`config.mk`:
```
export PLATFORM = sky130hd
export DESIGN_NAME = empi_top
export DESIGN_NICKNAME = d
export VERILOG_FILES = /design/src/core/empi_pkg.sv /design/src/core/empi_ctl_if.sv /design/src/core/empi_seq.sv /design/src/core/empi_top.sv
export SDC_FILE = /design/constraint.sdc
export NUM_CORES = 1
export LEC_CHECK = 0
export ABC_AREA = 1
export BUFFER_PORTS_ARGS = -buffer_cell sky130_fd_sc_hd__buf_2
export CAP_MARGIN = 30
export CORE_UTILIZATION = 48
export CTS_CLUSTER_DIAMETER = 120
export DETAILED_ROUTE_END_ITERATION = 16
export PLACE_DENSITY = 0.76
export SLEW_MARGIN = 20
export SYNTH_ARGS = -nofsm -noshare
export SYNTH_HDL_FRONTEND = slang
export SYNTH_SLANG_ARGS = --single-unit
```
`constraint.sdc`:
```
create_clock -name CLK_SYS -period 1.4 [get_ports CLK_SYS]
set_input_delay 0.07 -clock CLK_SYS [delete_from_list [all_inputs] [get_ports CLK_SYS]]
set_output_delay 0.07 -clock CLK_SYS [all_outputs]
set_load 0.05 [all_outputs]
```
`src/core/empi_pkg.sv`:
```
package empi_pkg;
	// ==========================================================
	// widths and bit positions
	localparam int ADDR_W = 22;
	localparam int LOW_W = 15;
	localparam int DRAM_W = 11;
	localparam int DATA_W = 8;
	localparam int NIB_W = 4;
	localparam int CNT_W = 4;
	localparam int BIT15 = 15;
	localparam int BIT16 = 16;
	localparam int BIT17 = 17;
	localparam logic [DATA_W-1:0] OE_NONE = 8'h00;
	localparam logic [DATA_W-1:0] OE_FULL = 8'hFF;
	localparam logic [DATA_W-1:0] OE_NIBBLE = 8'h0F;
	localparam logic [LOW_W-1:0] ADDR_LOW_RST = 15'h7FFF;
	localparam logic [3:0] CS_IDLE = 4'hF;
	localparam logic [3:0] CS_ONE = 4'h1;

	// ==========================================================
	// timing, in ns and derived clock cycles at 200 MHz
	localparam int CLK_NS = 5;
	localparam int SETUP_NS = 5;
	localparam int ROW_NS = 10;
	localparam int STROBE_NS = 20;
	localparam int HOLD_NS = 5;
	localparam int SETUP_CYC = (SETUP_NS + CLK_NS - 1) / CLK_NS;
	localparam int ROW_CYC = (ROW_NS + CLK_NS - 1) / CLK_NS;
	localparam int STROBE_CYC = (STROBE_NS + CLK_NS - 1) / CLK_NS;
	localparam int HOLD_CYC = (HOLD_NS + CLK_NS - 1) / CLK_NS;

	// ==========================================================
	// access phases
	typedef enum logic [2:0] {
		PH_IDLE = 3'b000,
		PH_ADDR = 3'b001,
		PH_ROW = 3'b010,
		PH_COL = 3'b011,
		PH_STROBE = 3'b100,
		PH_HOLD = 3'b101
	} empi_phase_e;
endpackage

```
`src/core/empi_ctl_if.sv`:
```
`timescale 1ns/1ps
`default_nettype none
interface empi_ctl_if;
	import empi_pkg::*;
	logic start;
	logic dram;
	logic abort;
	empi_phase_e phase;
	logic last;
	logic done;
	modport seq (input start, input dram, input abort,
		output phase, output last, output done);
	modport pins (output start, output dram, output abort,
		input phase, input last, input done);
endinterface
`default_nettype wire

```
`src/core/empi_seq.sv`:
```
`timescale 1ns/1ps
`default_nettype none
module empi_seq #(
	parameter int SETUP = empi_pkg::SETUP_CYC,
	parameter int ROW = empi_pkg::ROW_CYC,
	parameter int STROBE = empi_pkg::STROBE_CYC,
	parameter int HOLD = empi_pkg::HOLD_CYC
) (
	input wire logic clk, // system clock
	input wire logic arst_n, // async reset, active low
	empi_ctl_if.seq ctl // phase control
);
	import empi_pkg::*;

	empi_phase_e phase_q;
	logic [CNT_W-1:0] cnt_q;
	logic done_q;

	function automatic logic [CNT_W-1:0] len(input int n);
		len = CNT_W'(n - 1);
	endfunction

	// ==========================================================
	// phase sequence: sram addr/strobe/hold, dram row/col/hold
	always_ff @(posedge clk or negedge arst_n) begin
		if (!arst_n) begin
			phase_q <= PH_IDLE;
			cnt_q <= '0;
		end else if (ctl.abort) begin
			phase_q <= PH_IDLE;
			cnt_q <= '0;
		end else if (phase_q != PH_IDLE && cnt_q != '0) begin
			cnt_q <= cnt_q - 1'b1;
		end else begin
			case (phase_q)
			PH_IDLE: begin
				if (ctl.start && ctl.dram) begin
					phase_q <= PH_ROW;
					cnt_q <= len(ROW);
				end else if (ctl.start) begin
					phase_q <= PH_ADDR;
					cnt_q <= len(SETUP);
				end
			end
			PH_ADDR: begin
				phase_q <= PH_STROBE;
				cnt_q <= len(STROBE);
			end
			PH_ROW: begin
				phase_q <= PH_COL;
				cnt_q <= len(STROBE);
			end
			PH_COL, PH_STROBE: begin
				phase_q <= PH_HOLD;
				cnt_q <= len(HOLD);
			end
			PH_HOLD: begin
				phase_q <= PH_IDLE;
			end
			default: begin
				phase_q <= PH_IDLE;
				cnt_q <= '0;
			end
			endcase
		end
	end

	always_ff @(posedge clk or negedge arst_n) begin
		if (!arst_n) begin
			done_q <= 1'b0;
		end else begin
			done_q <= !ctl.abort && phase_q == PH_HOLD && cnt_q == '0;
		end
	end

	assign ctl.phase = phase_q;
	assign ctl.last = (cnt_q == '0);
	assign ctl.done = done_q;
endmodule
`default_nettype wire

```
`src/core/empi_top.sv`:
```
`timescale 1ns/1ps
`default_nettype none
module empi_top (
	input wire logic CLK_SYS, // 200 MHz system clock
	input wire logic ARST_N, // hardware reset, active low
	input wire logic SW_RESET, // software reset, level
	input wire logic INDIV_RESET, // individual reset, level
	input wire logic STOP_MODE, // stop mode, level
	input wire logic CFG_NARROW, // four-bit data bus
	input wire logic CFG_CS_MODE, // upper lines act as chip selects
	input wire logic CFG_DRAM_EN, // lines 16/17 idle as dram strobes
	input wire logic CFG_REFRESH_EN, // dram refresh enabled
	input wire logic REQ_VALID, // access request
	input wire logic REQ_WRITE, // 1 write, 0 read
	input wire logic REQ_DRAM, // 1 dram, 0 sram
	input wire logic [empi_pkg::ADDR_W-1:0] REQ_ADDR, // access address
	input wire logic [empi_pkg::DATA_W-1:0] REQ_WDATA, // write data
	output logic REQ_READY, // request taken when high with valid
	output logic RSP_VALID, // access finished, one cycle
	output logic [empi_pkg::DATA_W-1:0] RSP_RDATA, // read data
	output logic [empi_pkg::LOW_W-1:0] MEM_ADDR_LOW, // address 0..14
	output logic MEM_ADDR_BIT15, // addr 15 / select 3
	output logic MEM_ADDR_BIT16, // addr 16 / select 2 / column strobe
	output logic MEM_ADDR_BIT17, // addr 17 / select 1 / row strobe
	output logic SRAM_SELECT_0_N, // sram select 0
	output logic MEM_WRITE_STROBE_N, // write strobe
	output logic MEM_READ_STROBE_N, // read strobe
	output logic [empi_pkg::DATA_W-1:0] MEM_DATA_BUS_O, // data out
	output logic [empi_pkg::DATA_W-1:0] MEM_DATA_BUS_OE, // data drive
	input wire logic [empi_pkg::DATA_W-1:0] MEM_DATA_BUS_I // data pins
);
	import empi_pkg::*;

	empi_ctl_if ctl ();

	logic [ADDR_W-1:0] addr_q;
	logic write_q;
	logic dram_q;
	logic [DATA_W-1:0] wdata_q;
	logic [DATA_W-1:0] din_meta_q;
	logic [DATA_W-1:0] din_sync_q;
	logic halt;
	logic accept;
	logic [3:0] cs_n;
	logic [DATA_W-1:0] oe_mask;

	// active-low selects 3..0; in plain mode select 0 covers all
	function automatic logic [3:0] cs_decode(input logic [1:0] hi,
		input logic cs_mode);
		if (cs_mode) begin
			cs_decode = ~(CS_ONE << hi);
		end else begin
			cs_decode = ~CS_ONE;
		end
	endfunction

	assign halt = SW_RESET | INDIV_RESET | STOP_MODE;
	assign accept = REQ_VALID & REQ_READY;
	assign cs_n = cs_decode(addr_q[BIT17:BIT16], CFG_CS_MODE);
	assign oe_mask = CFG_NARROW ? OE_NIBBLE : OE_FULL;
	assign ctl.start = accept;
	assign ctl.dram = REQ_DRAM;
	assign ctl.abort = halt;

	empi_seq u_seq (
		.clk(CLK_SYS),
		.arst_n(ARST_N),
		.ctl(ctl)
	);

	// ==========================================================
	// request capture and handshake
	always_ff @(posedge CLK_SYS or negedge ARST_N) begin
		if (!ARST_N) begin
			addr_q <= '0;
			write_q <= 1'b0;
			dram_q <= 1'b0;
			wdata_q <= '0;
		end else if (accept) begin
			addr_q <= REQ_ADDR;
			write_q <= REQ_WRITE;
			dram_q <= REQ_DRAM;
			wdata_q <= REQ_WDATA;
		end
	end

	always_ff @(posedge CLK_SYS or negedge ARST_N) begin
		if (!ARST_N) begin
			REQ_READY <= 1'b0;
			RSP_VALID <= 1'b0;
		end else begin
			REQ_READY <= !halt && !accept && ctl.phase == PH_IDLE;
			RSP_VALID <= ctl.done;
		end
	end

	// ==========================================================
	// read data: pins pass two flops, captured at end of strobe
	always_ff @(posedge CLK_SYS or negedge ARST_N) begin
		if (!ARST_N) begin
			din_meta_q <= '0;
			din_sync_q <= '0;
			RSP_RDATA <= '0;
		end else begin
			din_meta_q <= MEM_DATA_BUS_I;
			din_sync_q <= din_meta_q;
			if (!write_q && ctl.last && (ctl.phase == PH_STROBE ||
				ctl.phase == PH_COL)) begin
				RSP_RDATA <= din_sync_q & oe_mask;
			end
		end
	end

	// ==========================================================
	// address and shared upper pins
	always_ff @(posedge CLK_SYS or negedge ARST_N) begin
		if (!ARST_N) begin
			MEM_ADDR_LOW <= ADDR_LOW_RST;
			MEM_ADDR_BIT15 <= 1'b1;
			MEM_ADDR_BIT16 <= 1'b1;
			MEM_ADDR_BIT17 <= 1'b1;
		end else if (SW_RESET) begin
			MEM_ADDR_BIT15 <= 1'b1;
			MEM_ADDR_BIT16 <= 1'b1;
			MEM_ADDR_BIT17 <= 1'b1;
		end else if (halt || ctl.phase == PH_IDLE) begin
			// low lines hold; selects and strobes go inactive, except refresh in individual reset pulls dram strobes 16/17 low
			if (CFG_CS_MODE) begin
				MEM_ADDR_BIT15 <= 1'b1;
			end
			if (CFG_DRAM_EN) begin
				MEM_ADDR_BIT16 <= !(INDIV_RESET && CFG_REFRESH_EN);
				MEM_ADDR_BIT17 <= !(INDIV_RESET && CFG_REFRESH_EN);
			end else if (CFG_CS_MODE) begin
				MEM_ADDR_BIT16 <= 1'b1;
				MEM_ADDR_BIT17 <= 1'b1;
			end
		end else if (dram_q) begin
			case (ctl.phase)
			PH_ROW: begin
				MEM_ADDR_LOW[DRAM_W-1:0] <= addr_q[2*DRAM_W-1:DRAM_W];
				MEM_ADDR_BIT17 <= 1'b0;
				MEM_ADDR_BIT16 <= 1'b1;
			end
			PH_COL: begin
				MEM_ADDR_LOW[DRAM_W-1:0] <= addr_q[DRAM_W-1:0];
				MEM_ADDR_BIT17 <= 1'b0;
				MEM_ADDR_BIT16 <= 1'b0;
			end
			default: begin
				MEM_ADDR_BIT17 <= 1'b1;
				MEM_ADDR_BIT16 <= 1'b1;
			end
			endcase
		end else begin
			MEM_ADDR_LOW <= addr_q[LOW_W-1:0];
			if (CFG_CS_MODE) begin
				MEM_ADDR_BIT15 <= cs_n[3];
				MEM_ADDR_BIT16 <= cs_n[2];
				MEM_ADDR_BIT17 <= cs_n[1];
			end else begin
				MEM_ADDR_BIT15 <= addr_q[BIT15];
				MEM_ADDR_BIT16 <= addr_q[BIT16];
				MEM_ADDR_BIT17 <= addr_q[BIT17];
			end
		end
	end

	// ==========================================================
	// select 0 and read/write strobes
	always_ff @(posedge CLK_SYS or negedge ARST_N) begin
		if (!ARST_N) begin
			SRAM_SELECT_0_N <= 1'b1;
			MEM_WRITE_STROBE_N <= 1'b1;
			MEM_READ_STROBE_N <= 1'b1;
		end else if (halt || ctl.phase == PH_IDLE) begin
			SRAM_SELECT_0_N <= 1'b1;
			MEM_WRITE_STROBE_N <= 1'b1;
			MEM_READ_STROBE_N <= 1'b1;
		end else begin
			SRAM_SELECT_0_N <= dram_q | cs_n[0];
			MEM_WRITE_STROBE_N <= !(write_q && (ctl.phase == PH_STROBE ||
				ctl.phase == PH_COL));
			MEM_READ_STROBE_N <= !(!write_q && (ctl.phase == PH_STROBE ||
				ctl.phase == PH_COL));
		end
	end

	// ==========================================================
	// data drive: only while a write is under way
	always_ff @(posedge CLK_SYS or negedge ARST_N) begin
		if (!ARST_N) begin
			MEM_DATA_BUS_O <= '0;
			MEM_DATA_BUS_OE <= OE_NONE;
		end else if (halt || ctl.phase == PH_IDLE || !write_q) begin
			MEM_DATA_BUS_OE <= OE_NONE;
		end else begin
			MEM_DATA_BUS_O <= wdata_q & oe_mask;
			MEM_DATA_BUS_OE <= oe_mask;
		end
	end
endmodule
`default_nettype wire

```
==> impl_metrics.yaml, run 1 <==
drt:
  wl_per_cell_um: 13.6
  dr.pass1.iters: 4
  dr.first_iter.drc_count: 125
  wirelength_mm: 9.66
  drcViolationCount: 0
  via_per_inst: 4.82
  via_count: 3414
  ant_nets: 0
logic_synthesis:
  yosysUniqueCellTypes: 26
  syn-cell-area_sq_um: 4010
  synth.ff_latch_count: 97
  netlist_instances: 446
  synthFlopType: "dfrtp_1"
  yosysWarnings: 0
  ys_seq_area_share_pct: 61.2
  synth_edf_count: 0
  avgSynthCellArea_sq_um: 8.98
  syn-num-nets: 498
  synth-async-reset-ratio_pct: 100
final_layout:
  num_antenna_cells: 0
  multi_input_area_sq_um: 1370
  final-seq-area_sq_um: 2460
  synthToLayoutAreaGrowth_pct: 35.6
  final_cell_mix: "206 x nand2_1, 95 x buf_2, 72 x dfrtp_1"
  fin_nets: 654
  final_common_cell: "nand2_1"
  stdcell_count: 709
  drive_gt1_share_pct: 31.0
  fill_cells: 637
die:
  rows: 32
  die_w_um: 93.4
  core_sq_um: 7890
  die_y_um: 93.4
  initial_utilization_pct: 50.8
  die-area_sq_um: 8720
  ioPinCount: 97
setup_path:
  arrival_ps: 1630
  reg2reg_depth: 7
  cp_slowest_cell: "dfrtp_2"
  crit_path_cell_trace: "nor2_4 -> buf_4 -> nand2_1 -> nand2_2 -> nand2_4 -> nand2_1 -> o21ai_2"
  crit_family: "simple AND/OR/NAND/NOR gates"
  cp.depth: 7
  critPathRequiredTime_ps: 1650
  crit_fanout: 12
  crit_top_cell: "nand2_1"
  max_stage_delay_ps: 450
  path_buf_inv: 1
  end_kind: "register"
  start_kind: "register"
  crit_type: "register to register"
power:
  p_per_area_nw_per_um2: 1030
  swShare_pct: 27.2
  p_seq_share_pct: 56.2
  ir_drop_mv: 0.643
  cellLeakagePower_nw: 2.95
  clkPwrFrac_pct: 29.5
  internal_power_w: 0.00408
  p_switching_w: 0.00152
  combinationalPowerShare_pct: 14.3
  total_power_w: 0.00560
grt:
  antenna_found_initial: 0
  grt_pass1_wl_mm: 15.7
  groute.usage.overall_pct: 23.3
  grt_pass1_vias: 3483
  overflow: 0
  grt_max_degree: 36
cts:
  cts_inserted_buffers: 9
  clock_path_buffers: 2
  h-tree-depth: 3
  cts_sinks: 97
  clockRootBuffer: "clkbuf_8"
  clock_latency_ps: 360
  cts_tree: "yes"
  clk_pin_slew_ps: 90
job:
  maxCapViolations: 0
timing:
  final_hold_viol_count: 0
  drv_slew: 0
  setup_viol: 0
  worst_slew_pin_slew_ps: 451
  rsz0062_at_grt: "yes"
  fin_tns_setup_ps: 0
  period_share_pct: 98.0
  period_needed_ps: 1370
  relSlewSlack_pct: 70.0
  skew_ps: 12.4
  fmaxAchievable_ghz: 0.729
placed_design:
  port_buffers: 96
  dp_hpwl_mm: 6.45
  gp_congestion: 0.842
  placed_cells: 641
hold_path:
  whs_path_depth: 4
  hp-class: "input pin to register"
outcome:
  status: "complete, no violations"
-- stage by stage --
step | setup WS [ps] | hold WS, ps | util, % | area, sq um
finish | 27.4 | 38.5 | 68.9 | 5430
global route | -22.3 | 52.4 | 68.9 | 5430
CTS | 13.5 | 22.0 | 67.1 | 5300
detailed placement | -163 | 51.0 | 59.2 | 4670
global placement | -41.9 | 47.7 | 59.2 | 4670
floorplan | 22.7 | -226 | - | 4010
-- worst min-delay path: cells and delay by family --
family,cells,cell delay (ps)
and+or+nand+nor,2,160
AOI/OAI and AO/OA,1,70
buffers and inverters,1,90
-- flip-flops by register name (all words and copies together), names as in the netlist --
register / count
RSP_RDATA: 8
MEM_DATA_BUS_O: 8
u_seq.ctl.done: 1
MEM_ADDR_BIT16: 1
MEM_ADDR_BIT17: 1
addr_q: 22
wdata_q: 8
u_seq.ctl.phase: 3
write_q: 1
MEM_ADDR_LOW: 15
MEM_DATA_BUS_OE: 2
RSP_VALID: 1
din_sync_q: 8
dram_q: 1
MEM_ADDR_BIT15: 1
REQ_READY: 1
SRAM_SELECT_0_N: 1
din_meta_q: 8
MEM_WRITE_STROBE_N: 1
MEM_READ_STROBE_N: 1
u_seq.cnt_q: 4
-- routing by layer --
metal / GRT usage, % / vias to the layer above / part of all wire [%]
li1: - / 1700 / -
met1: 29.6 / 1571 / 42
met2: 38.7 / 126 / 50
met3: 6.50 / 17 / 6.4
met4: 7.56 / 0 / 1.6
met5: 0 / - / 0
-- layout make-up --
cell class | count | share of cell area [%]
Inverter | 30 | 2.28
Clock buffer | 10 | 2.53
Timing Repair Buffer | 164 | 21.6
Tap cell | 102 | 2.35
Sequential cell | 97 | 45.3
Multi-Input combinational cell | 300 | 25.2
Clock inverter | 6 | 0.783
-- cell usage after synthesis (2+ instances only) --
| cell type | count | area, sq um |
|---|---|---|
| nand3_1 | 29 | 145 |
| nor2_1 | 8 | 30.0 |
| nand2_4 | 2 | 22.5 |
| buf_6 | 3 | 33.8 |
| nand2_2 | 3 | 18.8 |
| inv_2 | 2 | 7.51 |
| dfrtp_1 | 76 | 1900 |
| o21ai_1 | 4 | 20.0 |
| buf_4 | 6 | 45.0 |
| clkbuf_1 | 6 | 22.5 |
| inv_1 | 27 | 101 |
| buf_2 | 4 | 20.0 |
| nand2_1 | 210 | 788 |
| a21oi_1 | 3 | 15.0 |
| nand4_1 | 6 | 37.5 |
| dfstp_2 | 21 | 552 |
| o21ai_2 | 4 | 35.0 |
| ha_1 | 2 | 25.0 |
| o21ai_0 | 23 | 115 |
-- power groups by stage --
stage / Sequential (W) / Clock (W) / Combinational [W]
floorplan: 0.00323 / 0 / 0.000348
global placement: 0.00319 / 0 / 0.000675
detailed placement: 0.00320 / 0 / 0.000691
CTS: 0.00315 / 0.00171 / 0.000790
global route: 0.00318 / 0.00180 / 0.000908
finish: 0.00315 / 0.00165 / 0.000798
-- timing repair --
action                     4_1_cts  5_1_grt
pin swaps                        1        5
setup buffers                    0        9
hold endpoints to repair        72        0
setup endpoints to repair       15       38
hold buffers                    43        0
gates resized for setup          5       16
-- cells by family (layout without fill, tap and decap cells) --
| group | count (synthesis) | in the layout | share of synthesized area [%] |
|---|---|---|---|
| xor+xnor | 1 | 1 | 0.219 |
| fa+ha+maj | 2 | 2 | 0.625 |
| buf+inv | 49 | 210 | 5.90 |
| simple gates | 262 | 262 | 27.2 |
| compound gates | 35 | 35 | 4.81 |
| flops | 97 | 97 | 61.2 |
-- worst paths after layout --
| path | end | slack (ps) | from |
|---|---|---|---|
| setup / recovery | RSP_RDATA[7] | 30 | u_seq.ctl.phase[0] |
| hold / removal | MEM_ADDR_BIT16 | 40 | STOP_MODE |
| setup reg to reg | RSP_RDATA[7] | 30 | u_seq.ctl.phase[0] |
| hold reg to reg | din_sync_q[3] | 350 | din_meta_q[3] |
| max in group asynchronous | MEM_WRITE_STROBE_N | 600 | ARST_N |
| min in group asynchronous | din_meta_q[1] | 200 | ARST_N |
Note: power is estimated with default switching activity, not from simulation.
==> run 2: changes to the inputs <==
ABC_AREA = 0   (was 1)
==> run 2 against run 1 <==
The run now ends with setup timing left; global-route usage shrank 1.5 points; combinational power grew 35%; final area grew 8.5%; register-to-register slack lost 380 ps; synthesized cell count shrank 33%; clock power grew 12%; non-clock buffer count grew 28; clock-buffer cell count grew 1.
==> impl_metrics.yaml, run 2 <==
drt:
  dr.first_iter.drc_count: 91
  drcViolationCount: 0
  via_per_inst: 5.09
  dr.pass1.iters: 4
  wl_per_cell_um: 15.8
  ant_nets: 0
  via_count: 3031
  wirelength_mm: 9.40
die:
  die_w_um: 93.5
  die-area_sq_um: 8750
  core_sq_um: 8180
  die_y_um: 93.5
  rows: 33
  ioPinCount: 97
  initial_utilization_pct: 49.2
timing:
  setup_viol: 42
  rsz0062_at_grt: "yes"
  worst_slack_ps: -353
  worst_slew_pin_slew_ps: 515
  relSlewSlack_pct: 65.7
  period_needed_ps: 1750
  skew_ps: 12.8
  drv_slew: 0
  holdWs_ps: 51.6
  fmaxAchievable_ghz: 0.571
  period_share_pct: 125
  final_hold_viol_count: 0
logic_synthesis:
  yosysMostFrequentCell: "dfrtp_1"
  ys_top_cells_by_count: "76 x dfrtp_1, 45 x mux2_2, 21 x dfstp_2, 20 x a21oi_1, 20 x nor2_1"
  netlist_instances: 298
  syn-num-nets: 350
  synth_edf_count: 0
  yosysUniqueCellTypes: 44
  yosysWarnings: 0
  avgSynthCellArea_sq_um: 13.5
  yosysTopAreaCellShare_pct: 47.3
  yosys-top-cells-area: "dfrtp_1 47%, dfstp_2 14%, mux2_2 13%"
  synth.ff_latch_count: 97
  synth-async-reset-ratio_pct: 100
  yosysTopAreaCell: "dfrtp_1"
  synthFlopType: "dfrtp_1"
  ys_seq_area_share_pct: 61.0
  syn-cell-area_sq_um: 4020
power:
  ir_drop_mv: 0.871
  p_per_area_nw_per_um2: 1060
  cellLeakagePower_nw: 2.83
placed_design:
  gp_congestion: 0.864
  port_buffers: 96
  dp_hpwl_mm: 5.37
  placed_cells: 514
setup_path:
  arrival_ps: 2010
  cp_slowest_cell: "dfrtp_1"
  crit_fanout: 8
  crit_path_cell_trace: "inv_2 -> ha_4 -> or3b_4 -> nor3_4 -> buf_12 -> mux2_4"
  path_buf_inv: 2
  reg2reg_depth: 6
  end_kind: "register"
  start_kind: "register"
  critPathRequiredTime_ps: 1650
  crit_family: "simple AND/OR/NAND/NOR gates"
  crit_type: "register to register"
  cp.depth: 6
  max_stage_delay_ps: 400
final_layout:
  largestRegisters: "addr_q: 22 flops, MEM_ADDR_LOW: 15 flops"
  final_common_cell: "buf_2"
  num_antenna_cells: 0
  largest_register: "addr_q"
  fin_nets: 537
  fill_cells: 549
  stdcell_count: 595
  drive_gt1_share_pct: 57.1
  final_cell_mix: "95 x buf_2, 72 x dfrtp_1, 42 x dlygate4sd3_1"
  largest_reg_flops: 22
  synthToLayoutAreaGrowth_pct: 46.7
grt:
  grt_pass1_wl_mm: 14.4
  groute.usage.overall_pct: 21.8
  grt_pass1_vias: 3056
  antenna_found_initial: 0
  grt_max_degree: 98
  overflow: 0
cts:
  h-tree-depth: 3
  clk_pin_slew_ps: 100
  clock_path_buffers: 2
  cts_inserted_buffers: 9
  clockRootBuffer: "clkbuf_8"
  cts_sinks: 97
  cts_tree: "yes"
  clock_latency_ps: 370
job:
  maxCapViolations: 0
hold_path:
  whs_path_depth: 3
  hp-class: "input pin to register"
outcome:
  status: "finished with violations"
  violations: "setup timing"
-- run 2: cell types whose count changed in the layout (fill, tap and decap cells not counted), sizes merged, moves of 4 or more --
cell / delta
a21oi: +18
or3: +4
buf: +27
nand3: -27
nor3: +7
nor2: +11
nand2: -203
nand4: -6
nor2b: +11
o21ai: -19
inv: -23
mux2: +52
mux2i: +11
-- run 2: where the power goes --
| group | internal [W] | switching [W] | total, W |
|---|---|---|---|
| Clock | 0.000841 | 0.00101 | 0.00185 |
| Sequential | 0.00312 | 0.000207 | 0.00333 |
| Combinational | 0.000539 | 0.000543 | 0.00108 |
| Total | 0.00450 | 0.00176 | 0.00626 |
-- run 2: kinds of logic after synthesis --
family / after synthesis / share of synthesized area [%]
fa+ha+maj: 3 / 0.871
flops: 97 / 61.0
mux: 63 / 18.0
simple gates: 66 / 9.99
compound gates: 46 / 6.79
buf+inv: 23 / 3.36
-- run 2: worst register-to-register path, cell delays in order, from the launching register on --
cell     delay (ps)
dfrtp_1         400
inv_2            80
ha_4            130
or3b_4          400
nor3_4          160
buf_12          160
mux2_4          300
-- run 2: stage by stage --
step | setup TNS (ps) | instance area, sq um | util, % | total power (W) | setup WS (ps)
after floorplan | -4890 | 4040 | - | 0.00394 | -479
after global routing | -10480 | 5900 | 72.1 | 0.00654 | -445
after CTS | -6390 | 5620 | 68.8 | 0.00621 | -342
after detailed placement | -10670 | 4820 | 59.0 | 0.00427 | -468
after global placement | -9220 | 4820 | 59.0 | 0.00422 | -423
final | -7800 | 5900 | 72.1 | 0.00626 | -353
-- run 2: timing repair --
action	4_1_cts	5_1_grt
endpoints found under the hold margin	117	0
buffers inserted	12	9
gates cloned	1	3
pin swaps	14	9
hold buffers	42	0
gates resized for setup	29	38
setup endpoints to repair	41	44
-- run 2: final cells by class --
cell class	count	area, sq um	area share, %
Inverter	5	18.8	0.318
Timing Repair Buffer	192	1450	24.6
Clock buffer	11	131	2.23
Clock inverter	5	62.6	1.06
Sequential cell	97	2460	41.7
Tap cell	105	131	2.23
Multi-Input combinational cell	180	1640	27.9
-- run 2: path summary, 6_finish.rpt --
path,startpoint,endpoint,slack [ps]
min in group asynchronous,ARST_N,u_seq.ctl.phase[2],260
setup reg to reg,u_seq.cnt_q[1],RSP_RDATA[5],-350
setup / recovery,u_seq.cnt_q[1],RSP_RDATA[5],-350
max in group asynchronous,ARST_N,u_seq.ctl.phase[1],720
hold / removal,REQ_DRAM,dram_q,50
hold reg to reg,din_meta_q[1],din_sync_q[1],350
-- run 2: routing by layer --
layer  part of all wire, %  global-route usage [%]  vias up
li1                      -                       -     1412
met1                    41                    26.1     1519
met2                    53                    37.9       85
met3                   4.4                    5.12       15
met4                   1.6                    8.59        0
met5                     0                       0        -
==> run 3: changes to the inputs <==
CORE_UTILIZATION = 30   (was 48)
PLACE_DENSITY = unset   (was 0.76)
==> run 3 against run 2 <==
The flow still finishes with violations (setup timing); utilization decreased by 24 points; global-route usage shrank 6.9 points; power rose by 14%; critical path depth stayed put; sequential power hardly changed; worst setup slack worse by 30 ps; via count barely moved; hold slack got worse by 39 ps; critical endpoint is now RSP_RDATA[3].
==> impl_metrics.yaml, run 3 (same netlist as run 2, synthesis figures left out) <==
setup_path:
  start_kind: "register"
  crit_path_cell_trace: "inv_2 -> ha_4 -> or3b_4 -> nor3_4 -> buf_12 -> mux2_4"
  end_kind: "register"
  crit_type: "register to register"
  critPathRequiredTime_ps: 1630
  max_stage_delay_ps: 400
  arrival_ps: 2010
  crit_fanout: 8
  path_buf_inv: 2
  crit_family: "simple AND/OR/NAND/NOR gates"
  cp_slowest_cell: "dfrtp_1"
timing:
  final_hold_viol_count: 0
  relSlewSlack_pct: 72.7
  period_needed_ps: 1780
  setup_viol: 35
  drv_slew: 0
  fmaxAchievable_ghz: 0.561
  worst_slack_ps: -383
  period_share_pct: 127
  fin_tns_setup_ps: -7080
  rsz0062_at_grt: "yes"
  worst_slew_pin_slew_ps: 409
  holdWs_ps: 12.6
  skew_ps: 9.45
drt:
  ant_nets: 0
  dr.pass1.iters: 4
  wl_per_cell_um: 15.0
  via_per_inst: 4.59
  via_count: 3033
  dr.first_iter.drc_count: 112
  wirelength_mm: 9.91
  drcViolationCount: 0
final_layout:
  final-seq-area_sq_um: 2460
  final_util_pct: 48.2
  fill_cells: 1148
  multi_input_area_sq_um: 1710
  largest_reg_flops: 22
  final_cell_mix: "95 x buf_2, 72 x dfrtp_1, 41 x dlygate4sd3_1"
  final_common_cell: "buf_2"
  fin_nets: 536
  largest_register: "addr_q"
  num_antenna_cells: 0
  largestRegisters: "addr_q: 22 flops, MEM_ADDR_LOW: 15 flops"
  drive_gt1_share_pct: 60.3
  synthToLayoutAreaGrowth_pct: 53.8
die:
  ioPinCount: 97
  initial_utilization_pct: 31.3
  rows: 41
  die_y_um: 118
  core_sq_um: 12800
  die-area_sq_um: 13900
  die_w_um: 118
power:
  p_per_area_nw_per_um2: 1160
  cellLeakagePower_nw: 2.90
  ir_drop_mv: 0.759
cts:
  cts_tree: "yes"
  h-tree-depth: 3
  clock_path_buffers: 2
  cts_inserted_buffers: 9
  clockRootBuffer: "clkbuf_16"
  clk_pin_slew_ps: 70
  clock_latency_ps: 350
  cts_sinks: 97
outcome:
  status: "finished with violations"
  violations: "setup timing"
grt:
  grt_max_degree: 41
  grt_pass1_wl_mm: 16.1
  antenna_found_initial: 0
  overflow: 0
  groute.usage.overall_pct: 14.9
  grt_pass1_vias: 3152
placed_design:
  dp_hpwl_mm: 6.19
  gp_congestion: 0.801
  port_buffers: 96
hold_path:
  hp-class: "input pin to register"
job:
  maxCapViolations: 0
run 3: changes by cell type in the layout (fill, tap and decap cells not counted), sizes merged:
cell | previous run | this run
dlygate4sd3 | 42 | 41
inv | 7 | 5
buf | 148 | 151
bufinv | 1 | 2
clkbuf | 13 | 10
nand2 | 12 | 11
clkinv | 0 | 1
clkinvlp | 2 | 3
run 3: path summary, 6_finish.rpt:
path | startpoint | to | slack [ps] | cells past startpoint
worst min register to register | din_meta_q[4] | din_sync_q[4] | 350 | 0
worst min-delay path | CFG_NARROW | MEM_DATA_BUS_OE[6] | 10 | 2
worst max register to register | u_seq.cnt_q[0] | RSP_RDATA[3] | -380 | 6
max in group asynchronous | ARST_N | MEM_ADDR_LOW[5] | 620 | 3
worst max-delay path | u_seq.cnt_q[0] | RSP_RDATA[3] | -380 | 6
min in group asynchronous | ARST_N | u_seq.ctl.done | 200 | 2
run 3: final cells by class:
| type | count | share of cell area (%) |
|---|---|---|
| multi-input cells | 179 | 27.6 |
| clock inverters | 6 | 1.48 |
| repair buffers | 192 | 23.5 |
| well taps | 172 | 3.48 |
| inverters | 5 | 0.304 |
| flip-flops and latches | 97 | 39.8 |
| clock buffers | 10 | 3.87 |
run 3: what timing repair did:
action / in CTS / in global routing
setup buffers: 17 / 12
hold endpoints to repair: 67 / 0
gates cloned: 2 / 0
setup endpoints to repair: 44 / 44
hold buffers: 41 / 0
gates resized for setup: 54 / 46
pin swaps: 18 / 20
run 3: per-layer routing:
metal | global-route usage (%) | part of all wire, %
met5 | 0 | 0
met4 | 4.89 | 1.8
met3 | 4.31 | 4.7
met2 | 26.1 | 52
met1 | 17.5 | 42
run 3: power breakdown:
part	leakage (nW)	switching, W	total (W)	internal (W)
logic	1.58	0.000565	0.00115	0.000581
registers	1.17	0.000207	0.00333	0.00313
clock network	0.151	0.00107	0.00268	0.00162
total	2.90	0.00184	0.00716	0.00532
run 3: worst reg2reg max path, stage by stage, from the launching register on:
cell	delay [ps]
dfrtp_1	400
inv_2	90
ha_4	120
or3b_4	400
nor3_4	180
buf_12	170
mux2_4	310
run 3: stage by stage:
step | std cells | area (sq um) | setup slack [ps] | total power [W]
after global routing | 661 | 6180 | -418 | 0.00750
after floorplan | 298 | 4040 | -479 | 0.00394
final | 661 | 6180 | -383 | 0.00716
after global placement | 583 | 4920 | -420 | 0.00425
after CTS | 654 | 5960 | -374 | 0.00716
after detailed placement | 583 | 4920 | -479 | 0.00429
